==> src/pst_pkg.sv <==
// pst_pkg: constants, register map, field layouts and types of the protection stage.
// assumes a 100 MHz pclk and one program cycle per millisecond.
package pst_pkg;
	// clock and program cycle
	localparam int CLK_MHZ          = 100;
	localparam int PROGRAM_CYCLE_US = 1000;
	localparam int TICK_CYCLES      = PROGRAM_CYCLE_US * CLK_MHZ;
	// delay settings: definite in 5 ms steps, multiplier in 10 ms steps
	localparam int DEF_STEP_MS      = 5;
	localparam int MULT_STEP_MS     = 10;
	localparam int RESET_RATIO_PCT  = 97;
	localparam int UNDER_RATIO_PCT  = 103;
	// register byte offsets
	localparam logic [7:0] OFS_CTRL    = 8'h00;
	localparam logic [7:0] OFS_PICKUP  = 8'h04;
	localparam logic [7:0] OFS_DEFDLY  = 8'h08;
	localparam logic [7:0] OFS_MULT    = 8'h0C;
	localparam logic [7:0] OFS_RELDLY  = 8'h10;
	localparam logic [7:0] OFS_PARAMK  = 8'h14;
	localparam logic [7:0] OFS_STATUS  = 8'h18;
	localparam logic [7:0] OFS_OPTIME  = 8'h1C;
	localparam logic [7:0] OFS_LASTEVT = 8'h20;
	// control field positions
	localparam int CTRL_MODE   = 0;
	localparam int CTRL_SERIES = 1;
	localparam int CTRL_CURVE  = 2;
	localparam int CTRL_UNDER  = 5;
	// reset values
	localparam logic [5:0]  RST_CTRL   = 6'h00;
	localparam logic [15:0] RST_PICKUP = 16'h0100;
	localparam logic [18:0] RST_DEFDLY = 19'h00008;
	localparam logic [11:0] RST_MULT   = 12'h005;
	localparam logic [15:0] RST_RELDLY = 16'h0000;
	localparam logic [15:0] RST_PARAMK = 16'h0020;
	// inverse-time weights per curve, in ms per unit of pick-up (plain defaults)
	localparam logic [15:0] K_NORMAL  = 16'h0014;
	localparam logic [15:0] K_EXTREME = 16'h0050;
	localparam logic [15:0] K_VERY    = 16'h0028;
	localparam logic [15:0] K_LONG    = 16'h0078;

	typedef enum logic [2:0] {
		normal_inverse_curve  = 3'h0,
		extreme_inverse_curve = 3'h1,
		very_inverse_curve    = 3'h2,
		long_inverse_curve    = 3'h3,
		param_curve           = 3'h4
	} pst_curve_type;

	typedef enum logic [2:0] {
		ST_IDLE    = 3'h0,
		ST_START   = 3'h1,
		ST_TRIP    = 3'h2,
		ST_BLOCKED = 3'h3,
		ST_RELEASE = 3'h4
	} pst_state_type;

	typedef struct packed {
		logic [31:0] stamp_ms;
		logic [15:0] magnitude;
		logic [3:0]  fault;
	} pst_event_type;
endpackage : pst_pkg

==> src/pst_stage.sv <==
// pst_stage: one protection stage with pick-up, blocking and trip timing, APB registers.
// assumes magnitude, fault type and blocking input synchronous to pclk, APB master on pclk.
`timescale 1ns/1ps

// Functional notes
// pick-up asserts when magnitude passes the level, above or below per setting
// pick-up releases only when magnitude returns past 97 % of the level; in under mode the code releases at 103 %
// blocking input is sampled at the start of every program cycle
// pick-up without blocking raises start and begins the operate timing
// pick-up while blocked raises blocked and stops start and trip work
// blocking during start clears start and runs release timing
// blocking issues a display event and a stamped event with current and fault
// blocking must arrive at least 5 ms before the operate delay ends
// instant operation trips in the same cycle as start
// fixed delay trips after the set delay while pick-up holds
// inverse-time trips after a delay set by level versus magnitude
// in inverse-time the definite delay is a minimum floor, zero disables it
// delay type selects fixed or inverse counting, fixed by default
// definite delay in 5 ms steps, default 40 ms, operate time in fixed mode
// definite delay zero means instant, nonzero means fixed delay
// curve series selects between two families, first by default, inverse only; the series bit is unused and both families share the weights
// pick-up dropping before trip runs release timing, no trip
// first family offers normal, extreme, very, long and parameterised curves
// inverse delay scaled by multiplier in 10 ms steps, default 50 ms
// timers advance once per program cycle, trip when target is reached
module pst_stage #(
	parameter int TICK_CYCLES = pst_pkg::TICK_CYCLES,
	parameter int MAG_WIDTH   = 16
) (
	input  wire logic                  pclk,
	input  wire logic                  presetn,
	input  wire logic                  psel,
	input  wire logic                  penable,
	input  wire logic                  pwrite,
	input  wire logic [7:0]            paddr,
	input  wire logic [31:0]           pwdata,
	output logic      [31:0]           prdata,
	output logic                       pready,
	output logic                       pslverr,
	input  wire logic [MAG_WIDTH-1:0]  magnitude,
	input  wire logic [3:0]            fault_type,
	input  wire logic                  block_in,
	output logic                       pickup,
	output logic                       start,
	output logic                       trip,
	output logic                       blocked,
	output logic                       display_event,
	output logic                       block_event_valid,
	output pst_pkg::pst_event_type     block_event
);
	// tick counter is 21 bits and the datapath assumes 16-bit magnitudes
	if (TICK_CYCLES < 2 || TICK_CYCLES > 2097152 || MAG_WIDTH != 16) begin : g_bad_params
		$error("pst_stage: unsupported parameter values");
	end

	// settings
	logic [5:0]  ctrl;
	logic [15:0] level;
	logic [18:0] def_delay;
	logic [11:0] mult;
	logic [15:0] rel_delay;
	logic [15:0] param_k;
	// state
	pst_pkg::pst_state_type state;
	logic [20:0] tick_cnt;
	logic        tick;
	logic [31:0] now_ms;
	logic [31:0] op_ms;
	logic [47:0] inv_acc;
	logic [15:0] rel_ms;

	// ---- APB slave: zero wait states
	logic        wr_en;
	logic        known;
	assign pready  = 1'b1;
	assign wr_en   = psel && penable && pwrite;
	assign known   = (paddr <= pst_pkg::OFS_LASTEVT) && (paddr[1:0] == 2'h0);
	assign pslverr = psel && penable && !known;

	always_ff @(posedge pclk or negedge presetn) begin
		if (!presetn) begin
			ctrl      <= pst_pkg::RST_CTRL;
			level     <= pst_pkg::RST_PICKUP;
			def_delay <= pst_pkg::RST_DEFDLY;
			mult      <= pst_pkg::RST_MULT;
			rel_delay <= pst_pkg::RST_RELDLY;
			param_k   <= pst_pkg::RST_PARAMK;
		end else if (wr_en) begin
			case (paddr)
				pst_pkg::OFS_CTRL:   ctrl      <= pwdata[5:0];
				pst_pkg::OFS_PICKUP: level     <= pwdata[15:0];
				pst_pkg::OFS_DEFDLY: def_delay <= pwdata[18:0];
				pst_pkg::OFS_MULT:   mult      <= pwdata[11:0];
				pst_pkg::OFS_RELDLY: rel_delay <= pwdata[15:0];
				pst_pkg::OFS_PARAMK: param_k   <= pwdata[15:0];
				default: ;
			endcase
		end
	end

	always_comb begin
		case (paddr)
			pst_pkg::OFS_CTRL:    prdata = {26'h0000000, ctrl};
			pst_pkg::OFS_PICKUP:  prdata = {16'h0000, level};
			pst_pkg::OFS_DEFDLY:  prdata = {13'h0000, def_delay};
			pst_pkg::OFS_MULT:    prdata = {20'h00000, mult};
			pst_pkg::OFS_RELDLY:  prdata = {16'h0000, rel_delay};
			pst_pkg::OFS_PARAMK:  prdata = {16'h0000, param_k};
			pst_pkg::OFS_STATUS:  prdata = {25'h0000000, state, blocked, trip, start, pickup};
			pst_pkg::OFS_OPTIME:  prdata = op_ms;
			pst_pkg::OFS_LASTEVT: prdata = block_event.stamp_ms;
			default:              prdata = 32'h00000000;
		endcase
	end

	// ---- program cycle divider and millisecond time base
	always_ff @(posedge pclk or negedge presetn) begin
		if (!presetn) begin
			tick_cnt <= 21'h000000;
			tick     <= 1'b0;
		end else if (tick_cnt == 21'(TICK_CYCLES - 1)) begin
			tick_cnt <= 21'h000000;
			tick     <= 1'b1;
		end else begin
			tick_cnt <= tick_cnt + 21'h000001;
			tick     <= 1'b0;
		end
	end

	always_ff @(posedge pclk or negedge presetn) begin
		if (!presetn)
			now_ms <= 32'h00000000;
		else if (tick)
			now_ms <= now_ms + 32'h00000001;
	end

	// ---- pick-up comparator with 97 % reset ratio, 103 % in under mode
	function automatic logic pct_below(input logic [15:0] x, input logic [15:0] ref_lvl,
			input int pct);
		pct_below = ({8'h00, x} * 24'd100) < ({8'h00, ref_lvl} * 24'(pct));
	endfunction

	logic under;
	logic next_pickup;
	assign under = ctrl[pst_pkg::CTRL_UNDER];
	always_comb begin
		if (!pickup)
			next_pickup = under ? (magnitude < level) : (magnitude > level);
		else if (under)
			next_pickup = pct_below(magnitude, level, pst_pkg::UNDER_RATIO_PCT);
		else
			next_pickup = !pct_below(magnitude, level, pst_pkg::RESET_RATIO_PCT);
	end

	always_ff @(posedge pclk or negedge presetn) begin
		if (!presetn)
			pickup <= 1'b0;
		else if (tick)
			pickup <= next_pickup;
	end

	// ---- operate targets
	logic        inverse;
	logic [15:0] curve_k;
	logic [31:0] def_ms;
	logic [47:0] inv_target;
	logic [15:0] excess;
	logic [31:0] next_op_ms;
	logic [47:0] next_inv_acc;
	logic        fixed_due;
	logic        inv_due;
	logic        trip_due;
	logic        instant;
	assign inverse = ctrl[pst_pkg::CTRL_MODE];

	always_comb begin
		// second family shares the weights; selection only matters in inverse mode
		case (pst_pkg::pst_curve_type'(ctrl[4:2]))
			pst_pkg::normal_inverse_curve:  curve_k = pst_pkg::K_NORMAL;
			pst_pkg::extreme_inverse_curve: curve_k = pst_pkg::K_EXTREME;
			pst_pkg::very_inverse_curve:    curve_k = pst_pkg::K_VERY;
			pst_pkg::long_inverse_curve:    curve_k = pst_pkg::K_LONG;
			pst_pkg::param_curve:           curve_k = param_k;
			default:                        curve_k = pst_pkg::K_NORMAL;
		endcase
	end

	assign def_ms     = 32'(def_delay) * 32'(pst_pkg::DEF_STEP_MS);
	assign instant    = !inverse && (def_delay == 19'h00000);
	// time ~ k * mult * level / excess: integrate the excess instead of dividing
	assign inv_target = 48'(curve_k) * 48'(mult) * 48'(pst_pkg::MULT_STEP_MS)
		* 48'(level);
	// inside the reset band the excess is zero, never a wrapped difference
	assign excess     = under ? ((magnitude < level) ? (level - magnitude) : 16'h0000)
		: ((magnitude > level) ? (magnitude - level) : 16'h0000);
	assign next_op_ms   = op_ms + 32'h00000001;
	assign next_inv_acc = inv_acc + 48'(excess);
	assign fixed_due  = next_op_ms >= def_ms;
	assign inv_due    = next_inv_acc >= inv_target;
	assign trip_due   = inverse ? (inv_due && fixed_due) : fixed_due;

	// ---- stage state machine, evaluated once per program cycle
	always_ff @(posedge pclk or negedge presetn) begin
		if (!presetn) begin
			state   <= pst_pkg::ST_IDLE;
			start   <= 1'b0;
			trip    <= 1'b0;
			blocked <= 1'b0;
			op_ms   <= 32'h00000000;
			inv_acc <= 48'h000000000000;
			rel_ms  <= 16'h0000;
		end else if (tick) begin
			case (state)
				pst_pkg::ST_IDLE, pst_pkg::ST_RELEASE: begin
					if (next_pickup && block_in) begin
						state   <= pst_pkg::ST_BLOCKED;
						blocked <= 1'b1;
						start   <= 1'b0;
					end else if (next_pickup) begin
						start   <= 1'b1;
						blocked <= 1'b0;
						if (instant) begin
							state <= pst_pkg::ST_TRIP;
							trip  <= 1'b1;
						end else begin
							state <= pst_pkg::ST_START;
						end
					end else if (state == pst_pkg::ST_RELEASE) begin
						// release timing: keep accumulated time until it lapses
						blocked <= 1'b0;
						if (rel_ms >= rel_delay) begin
							state   <= pst_pkg::ST_IDLE;
							op_ms   <= 32'h00000000;
							inv_acc <= 48'h000000000000;
						end else begin
							rel_ms <= rel_ms + 16'h0001;
						end
					end
				end
				pst_pkg::ST_START: begin
					if (block_in) begin
						state   <= pst_pkg::ST_RELEASE;
						start   <= 1'b0;
						blocked <= next_pickup;
						rel_ms  <= 16'h0000;
					end else if (!next_pickup) begin
						state  <= pst_pkg::ST_RELEASE;
						start  <= 1'b0;
						rel_ms <= 16'h0000;
					end else begin
						op_ms   <= next_op_ms;
						inv_acc <= next_inv_acc;
						if (trip_due) begin
							state <= pst_pkg::ST_TRIP;
							trip  <= 1'b1;
						end
					end
				end
				pst_pkg::ST_TRIP: begin
					if (!next_pickup) begin
						state   <= pst_pkg::ST_IDLE;
						start   <= 1'b0;
						trip    <= 1'b0;
						op_ms   <= 32'h00000000;
						inv_acc <= 48'h000000000000;
					end
				end
				pst_pkg::ST_BLOCKED: begin
					// no start or trip work while blocked
					if (!block_in || !next_pickup) begin
						state   <= pst_pkg::ST_IDLE;
						blocked <= 1'b0;
						op_ms   <= 32'h00000000;
						inv_acc <= 48'h000000000000;
					end
				end
				default: state <= pst_pkg::ST_IDLE;
			endcase
		end
	end

	// ---- blocking events
	logic blk_entry;
	assign blk_entry = tick && next_pickup && block_in && state != pst_pkg::ST_BLOCKED
		&& state != pst_pkg::ST_TRIP && !blocked;

	always_ff @(posedge pclk or negedge presetn) begin
		if (!presetn) begin
			display_event     <= 1'b0;
			block_event_valid <= 1'b0;
			block_event       <= '0;
		end else begin
			display_event     <= blk_entry;
			block_event_valid <= blk_entry;
			if (blk_entry) begin
				block_event.stamp_ms  <= now_ms;
				block_event.magnitude <= magnitude;
				block_event.fault     <= fault_type;
			end
		end
	end

	// ---- assertions
	property p_trip_needs_start;
		@(posedge pclk) disable iff (!presetn) trip |-> start && !blocked;
	endproperty
	a_trip_needs_start: assert property (p_trip_needs_start) else $error("trip without start");

	property p_block_at_pickup;
		@(posedge pclk) disable iff (!presetn)
		tick && !pickup && next_pickup && block_in
			&& state == pst_pkg::ST_IDLE |=> blocked && !start && !trip;
	endproperty
	a_block_at_pickup: assert property (p_block_at_pickup) else $error("blocked missed");

	property p_start_unblocked;
		@(posedge pclk) disable iff (!presetn)
		tick && next_pickup && !block_in && state == pst_pkg::ST_IDLE |=> start;
	endproperty
	a_start_unblocked: assert property (p_start_unblocked) else $error("start missed");

	property p_block_clears_start;
		@(posedge pclk) disable iff (!presetn)
		tick && start && !trip && block_in |=> !start && state == pst_pkg::ST_RELEASE;
	endproperty
	a_block_clears_start: assert property (p_block_clears_start) else $error("start kept");

	property p_instant;
		@(posedge pclk) disable iff (!presetn)
		$rose(start) && instant |-> trip;
	endproperty
	a_instant: assert property (p_instant) else $error("instant trip late");

	property p_fixed_time;
		@(posedge pclk) disable iff (!presetn)
		$rose(trip) && !inverse && !instant |-> op_ms == def_ms;
	endproperty
	a_fixed_time: assert property (p_fixed_time) else $error("fixed delay wrong");

	property p_inv_floor;
		@(posedge pclk) disable iff (!presetn)
		$rose(trip) && inverse |-> op_ms >= def_ms && inv_acc >= inv_target;
	endproperty
	a_inv_floor: assert property (p_inv_floor) else $error("inverse trip early");

	property p_release_level;
		@(posedge pclk) disable iff (!presetn)
		tick && pickup && !under && magnitude >= level |=> pickup;
	endproperty
	a_release_level: assert property (p_release_level) else $error("early release");

	property p_block_event;
		@(posedge pclk) disable iff (!presetn)
		$rose(blocked) |-> display_event && block_event_valid;
	endproperty
	a_block_event: assert property (p_block_event) else $error("event missing");

	property p_tick_only;
		@(posedge pclk) disable iff (!presetn)
		!tick |=> $stable(pickup) && $stable(op_ms);
	endproperty
	a_tick_only: assert property (p_tick_only) else $error("timer off cycle");

	c_trip: cover property (@(posedge pclk) disable iff (!presetn) $rose(trip));
	c_blocked: cover property (@(posedge pclk) disable iff (!presetn) $rose(blocked));
	c_release: cover property (@(posedge pclk) disable iff (!presetn)
		state == pst_pkg::ST_RELEASE ##1 state == pst_pkg::ST_IDLE);
	c_inverse: cover property (@(posedge pclk) disable iff (!presetn) $rose(trip) && inverse);
endmodule : pst_stage

==> config.mk <==
export PLATFORM = sky130hd
export DESIGN_NAME = pst_stage
export DESIGN_NICKNAME = d
export VERILOG_FILES = /design/src/pst_pkg.sv /design/src/pst_stage.sv
export SDC_FILE = /design/constraint.sdc
export NUM_CORES = 2
export LEC_CHECK = 0
export ABC_CLOCK_PERIOD_IN_PS = 30000
export BUFFER_PORTS_ARGS = -buffer_cell sky130_fd_sc_hd__buf_2
export CAP_MARGIN = 20
export CORE_MARGIN = 4
export CORE_UTILIZATION = 30
export DETAILED_ROUTE_END_ITERATION = 10
export PLACE_DENSITY = 0.41
export SKIP_CTS_REPAIR_TIMING = 1
export SLEW_MARGIN = 10
export SYNTH_ARGS = -nofsm -noshare
export SYNTH_HDL_FRONTEND = slang
export SYNTH_SLANG_ARGS = --single-unit
export TNS_END_PERCENT = 100
==> constraint.sdc <==
create_clock -name pclk -period 30 [get_ports pclk]
set_clock_uncertainty 0.1 [all_clocks]
set_input_delay 1.5 -clock pclk [delete_from_list [all_inputs] [get_ports pclk]]
set_output_delay 1.5 -clock pclk [all_outputs]
set_load 0.1 [all_outputs]
==> impl_metrics.ini <==
[power_and_ir_drop]
sequentialPowerShare = 0.337
power_density_mw_per_mm2 = 22.4
switchingPower_uw = 373
clkPwrFrac = 0.456
combPwrFrac = 0.207
intPower_uw = 823
power_leakage_uw = 0.0264
p_sw_frac = 0.312
vdd_drop_max_mv = 0.0332

[place]
port-buffer-count = 143
place_congestion = 0.817
post-place-cells = 7641
dp_hpwl_mm = 122

[critical_path]
crit_arrival_ns = 19.39
end_kind = flip-flop
crit_path_max_fanout = 14
crit_type = reg -> reg
required_ns = 30.38
crit_buf_inv = 9
cpMaxStageDelayCell = o41ai_2
startpoint_type = flip-flop
crit_family = adder cells
critPathMostFrequentCell = fa_1
r2r_start = ctrl[3]$_DFFE_PN0P_
slowest_delay_ns = 0.76
rr_worst_depth = 59
reg2reg_to = state[0]$_DFFE_PN0P_
reg2reg_slack_ns = 10.99

[clock_tree]
root_buffer = clkbuf_16
clock-sinks = 295
clk_latency_ns = 0.63
numCtsBuffers = 40
cts_tree = built
clkSlewWorstSetupHoldPaths_ns = 0.06
h-tree-depth = 2
clockBufferDepth = 3

[floorplanning]
start_util = 0.302
core-area_mm2 = 0.161
fp.dieH_um = 411
rows = 147
die-area_mm2 = 0.169
io_pins = 158
die_w_um = 411

[synthesis]
yosysSeqAreaShare = 0.152
synth_nets = 6742
synth-edff-count = 0
syn_inst = 5475
synth_cell_types = 87
synth_seq_cells = 295
synthTopCellsByArea = fa_1 (25%), ha_1 (15%), dfrtp_1 (15%)
ys_warn_count = 0
synth_top_area_share = 0.249
synth_largest_area_cell = fa_1
dominantRegCellSynth = dfrtp_1
synth_area_mm2 = 0.0486
async_reset_ff_frac = 1.00
syn_avg_cell_area_um2 = 8.88

[drt]
drtIter0Drc = 2110
routed_via_density = 5.00
drc = 0
wl_per_cell_um = 20.4
wl_met3_mm = 4.91
top_layer = met4
wl_met1_mm = 75.1
wl_met2_mm = 75.0
wirelength_mm = 157
dr.pass1.iters = 7
postRouteAntennaNets = 0
vias = 38600

[cells_and_area]
final-instance-count-excl-fill = 7722
fin_util = 0.332
final_cell_mix = inv_1 (885), nand2_1 (698), fa_1 (604)
nFillCells = 17100
nets = 6792
area_growth_pct = 9.73
drive_gt1_frac = 0.0772
mostFrequentLayoutCell = inv_1

[worst_hold_path]
min_path_type = reg -> reg
hp-start = tick_cnt[20]$_DFF_PN0_
holdPathEnd = tick_cnt[20]$_DFF_PN0_
holdPathStages = 1

[global_routing]
grt_antenna_before_repair = 4
grt_pass1_vias = 41000
grt_max_degree = 78
overflow = 0
grt_pass1_wl_mm = 250
grt.total_usage = 0.190

[flow_run]
timing.max_cap.violations = 0

[sta]
fin_hold_ws_ns = 0.373
setup_tns_ns = 0
setup_violations = 0
worst_slew_pin_slew_ns = 1.28
rsz0062_at_grt = false
slew_headroom = 0.136
final_max_slew_viol_count = 0
post-route-period-util = 0.634
max_freq_mhz = 52.6
post-route-min-period_ns = 19.01
hold_viol_final = 0

[outcome]
status = finished clean
[cell families (layout without fill, tap and decap cells)]
group | count (synthesis) | count (layout) | synth area share
adder cells (fa/ha/maj) | 1201 | 1201 | 0.402
AND/OR/NAND/NOR | 1526 | 1526 | 0.149
flip-flops | 295 | 295 | 0.152
buffers and inverters | 1109 | 1190 | 0.0872
other | 1 | 7 | 0.0000771
XOR/XNOR | 280 | 280 | 0.0504
multiplexers | 145 | 145 | 0.0335
AO/OA/AOI/OAI | 918 | 918 | 0.125
[worst max-delay path by stage]
stage	from	endpoint	slack, ns	cells past startpoint
floorplan	ctrl[2]$_DFFE_PN0P_	state[0]$_DFFE_PN0P_	14.83	64
global placement	ctrl[2]$_DFFE_PN0P_	state[0]$_DFFE_PN0P_	10.19	58
detailed placement	ctrl[2]$_DFFE_PN0P_	state[0]$_DFFE_PN0P_	10.69	58
CTS	ctrl[2]$_DFFE_PN0P_	state[0]$_DFFE_PN0P_	10.62	58
global route	ctrl[3]$_DFFE_PN0P_	state[0]$_DFFE_PN0P_	10.02	60
finish	ctrl[3]$_DFFE_PN0P_	state[0]$_DFFE_PN0P_	10.99	59
[power groups by stage]
| stage | clock network (µW) | registers (µW) | logic [µW] |
|---|---|---|---|
| finish | 545 | 403 | 248 |
| detailed placement | 0 | 411 | 250 |
| global route | 577 | 403 | 283 |
| global placement | 0 | 411 | 248 |
| floorplan | 0 | 409 | 168 |
| CTS | 565 | 403 | 252 |
[cell usage after synthesis, types with 29 or more instances]
| cell | n |
|---|---|
| inv_1 | 885 |
| nand2_1 | 698 |
| fa_1 | 604 |
| ha_1 | 597 |
| dfrtp_1 | 290 |
| o21ai_0 | 205 |
| a21oi_1 | 200 |
| and2_1 | 200 |
| xnor2_1 | 192 |
| clkbuf_1 | 189 |
| nor2_1 | 168 |
| a21o_1 | 111 |
| nand3_1 | 97 |
| mux2_2 | 91 |
| xor2_1 | 88 |
| nor3_1 | 74 |
| and3_1 | 69 |
| nand4_1 | 62 |
| mux2_1 | 50 |
| nand2b_1 | 47 |
| o31ai_1 | 47 |
| a22oi_1 | 35 |
| a31oi_1 | 34 |
| o21a_1 | 31 |
| nor2b_1 | 29 |
[metrics by stage]
stage / area, µm² / setup slack, ns / total power [µW]
finish: 53400 / 10.99 / 1200
global route: 53300 / 10.02 / 1260
CTS: 53300 / 10.62 / 1220
detailed placement: 51800 / 10.69 / 661
global placement: 51800 / 10.19 / 658
floorplan: 48600 / 14.83 / 577
[cell type report]
type,count,area (µm²),share of cell area
clock buffer,57,1140,0.0215
antenna,6,15.0,0.000281
multi-input combinational,4071,37100,0.694
inverter,885,3320,0.0623
tap,2160,2700,0.0507
sequential,295,7390,0.138
clock inverter,16,327,0.00612
timing repair buffer,232,1410,0.0264
[per-layer routing]
metal / global-route usage / up-vias
li1: - / 18200
met1: 0.265 / 19700
met2: 0.326 / 635
met3: 0.0164 / 125
met4: 0.0319 / 0
met5: 0 / -
[state kept, by name (all words and copies together), names as in the netlist, 16 cells and up]
name         count
block_event     52
inv_acc         48
now_ms          32
op_ms           32
tick_cnt        21
def_delay       19
level           16
param_k         16
rel_delay       16
rel_ms          16
No activity file was read; power rests on OpenSTA's default activity.
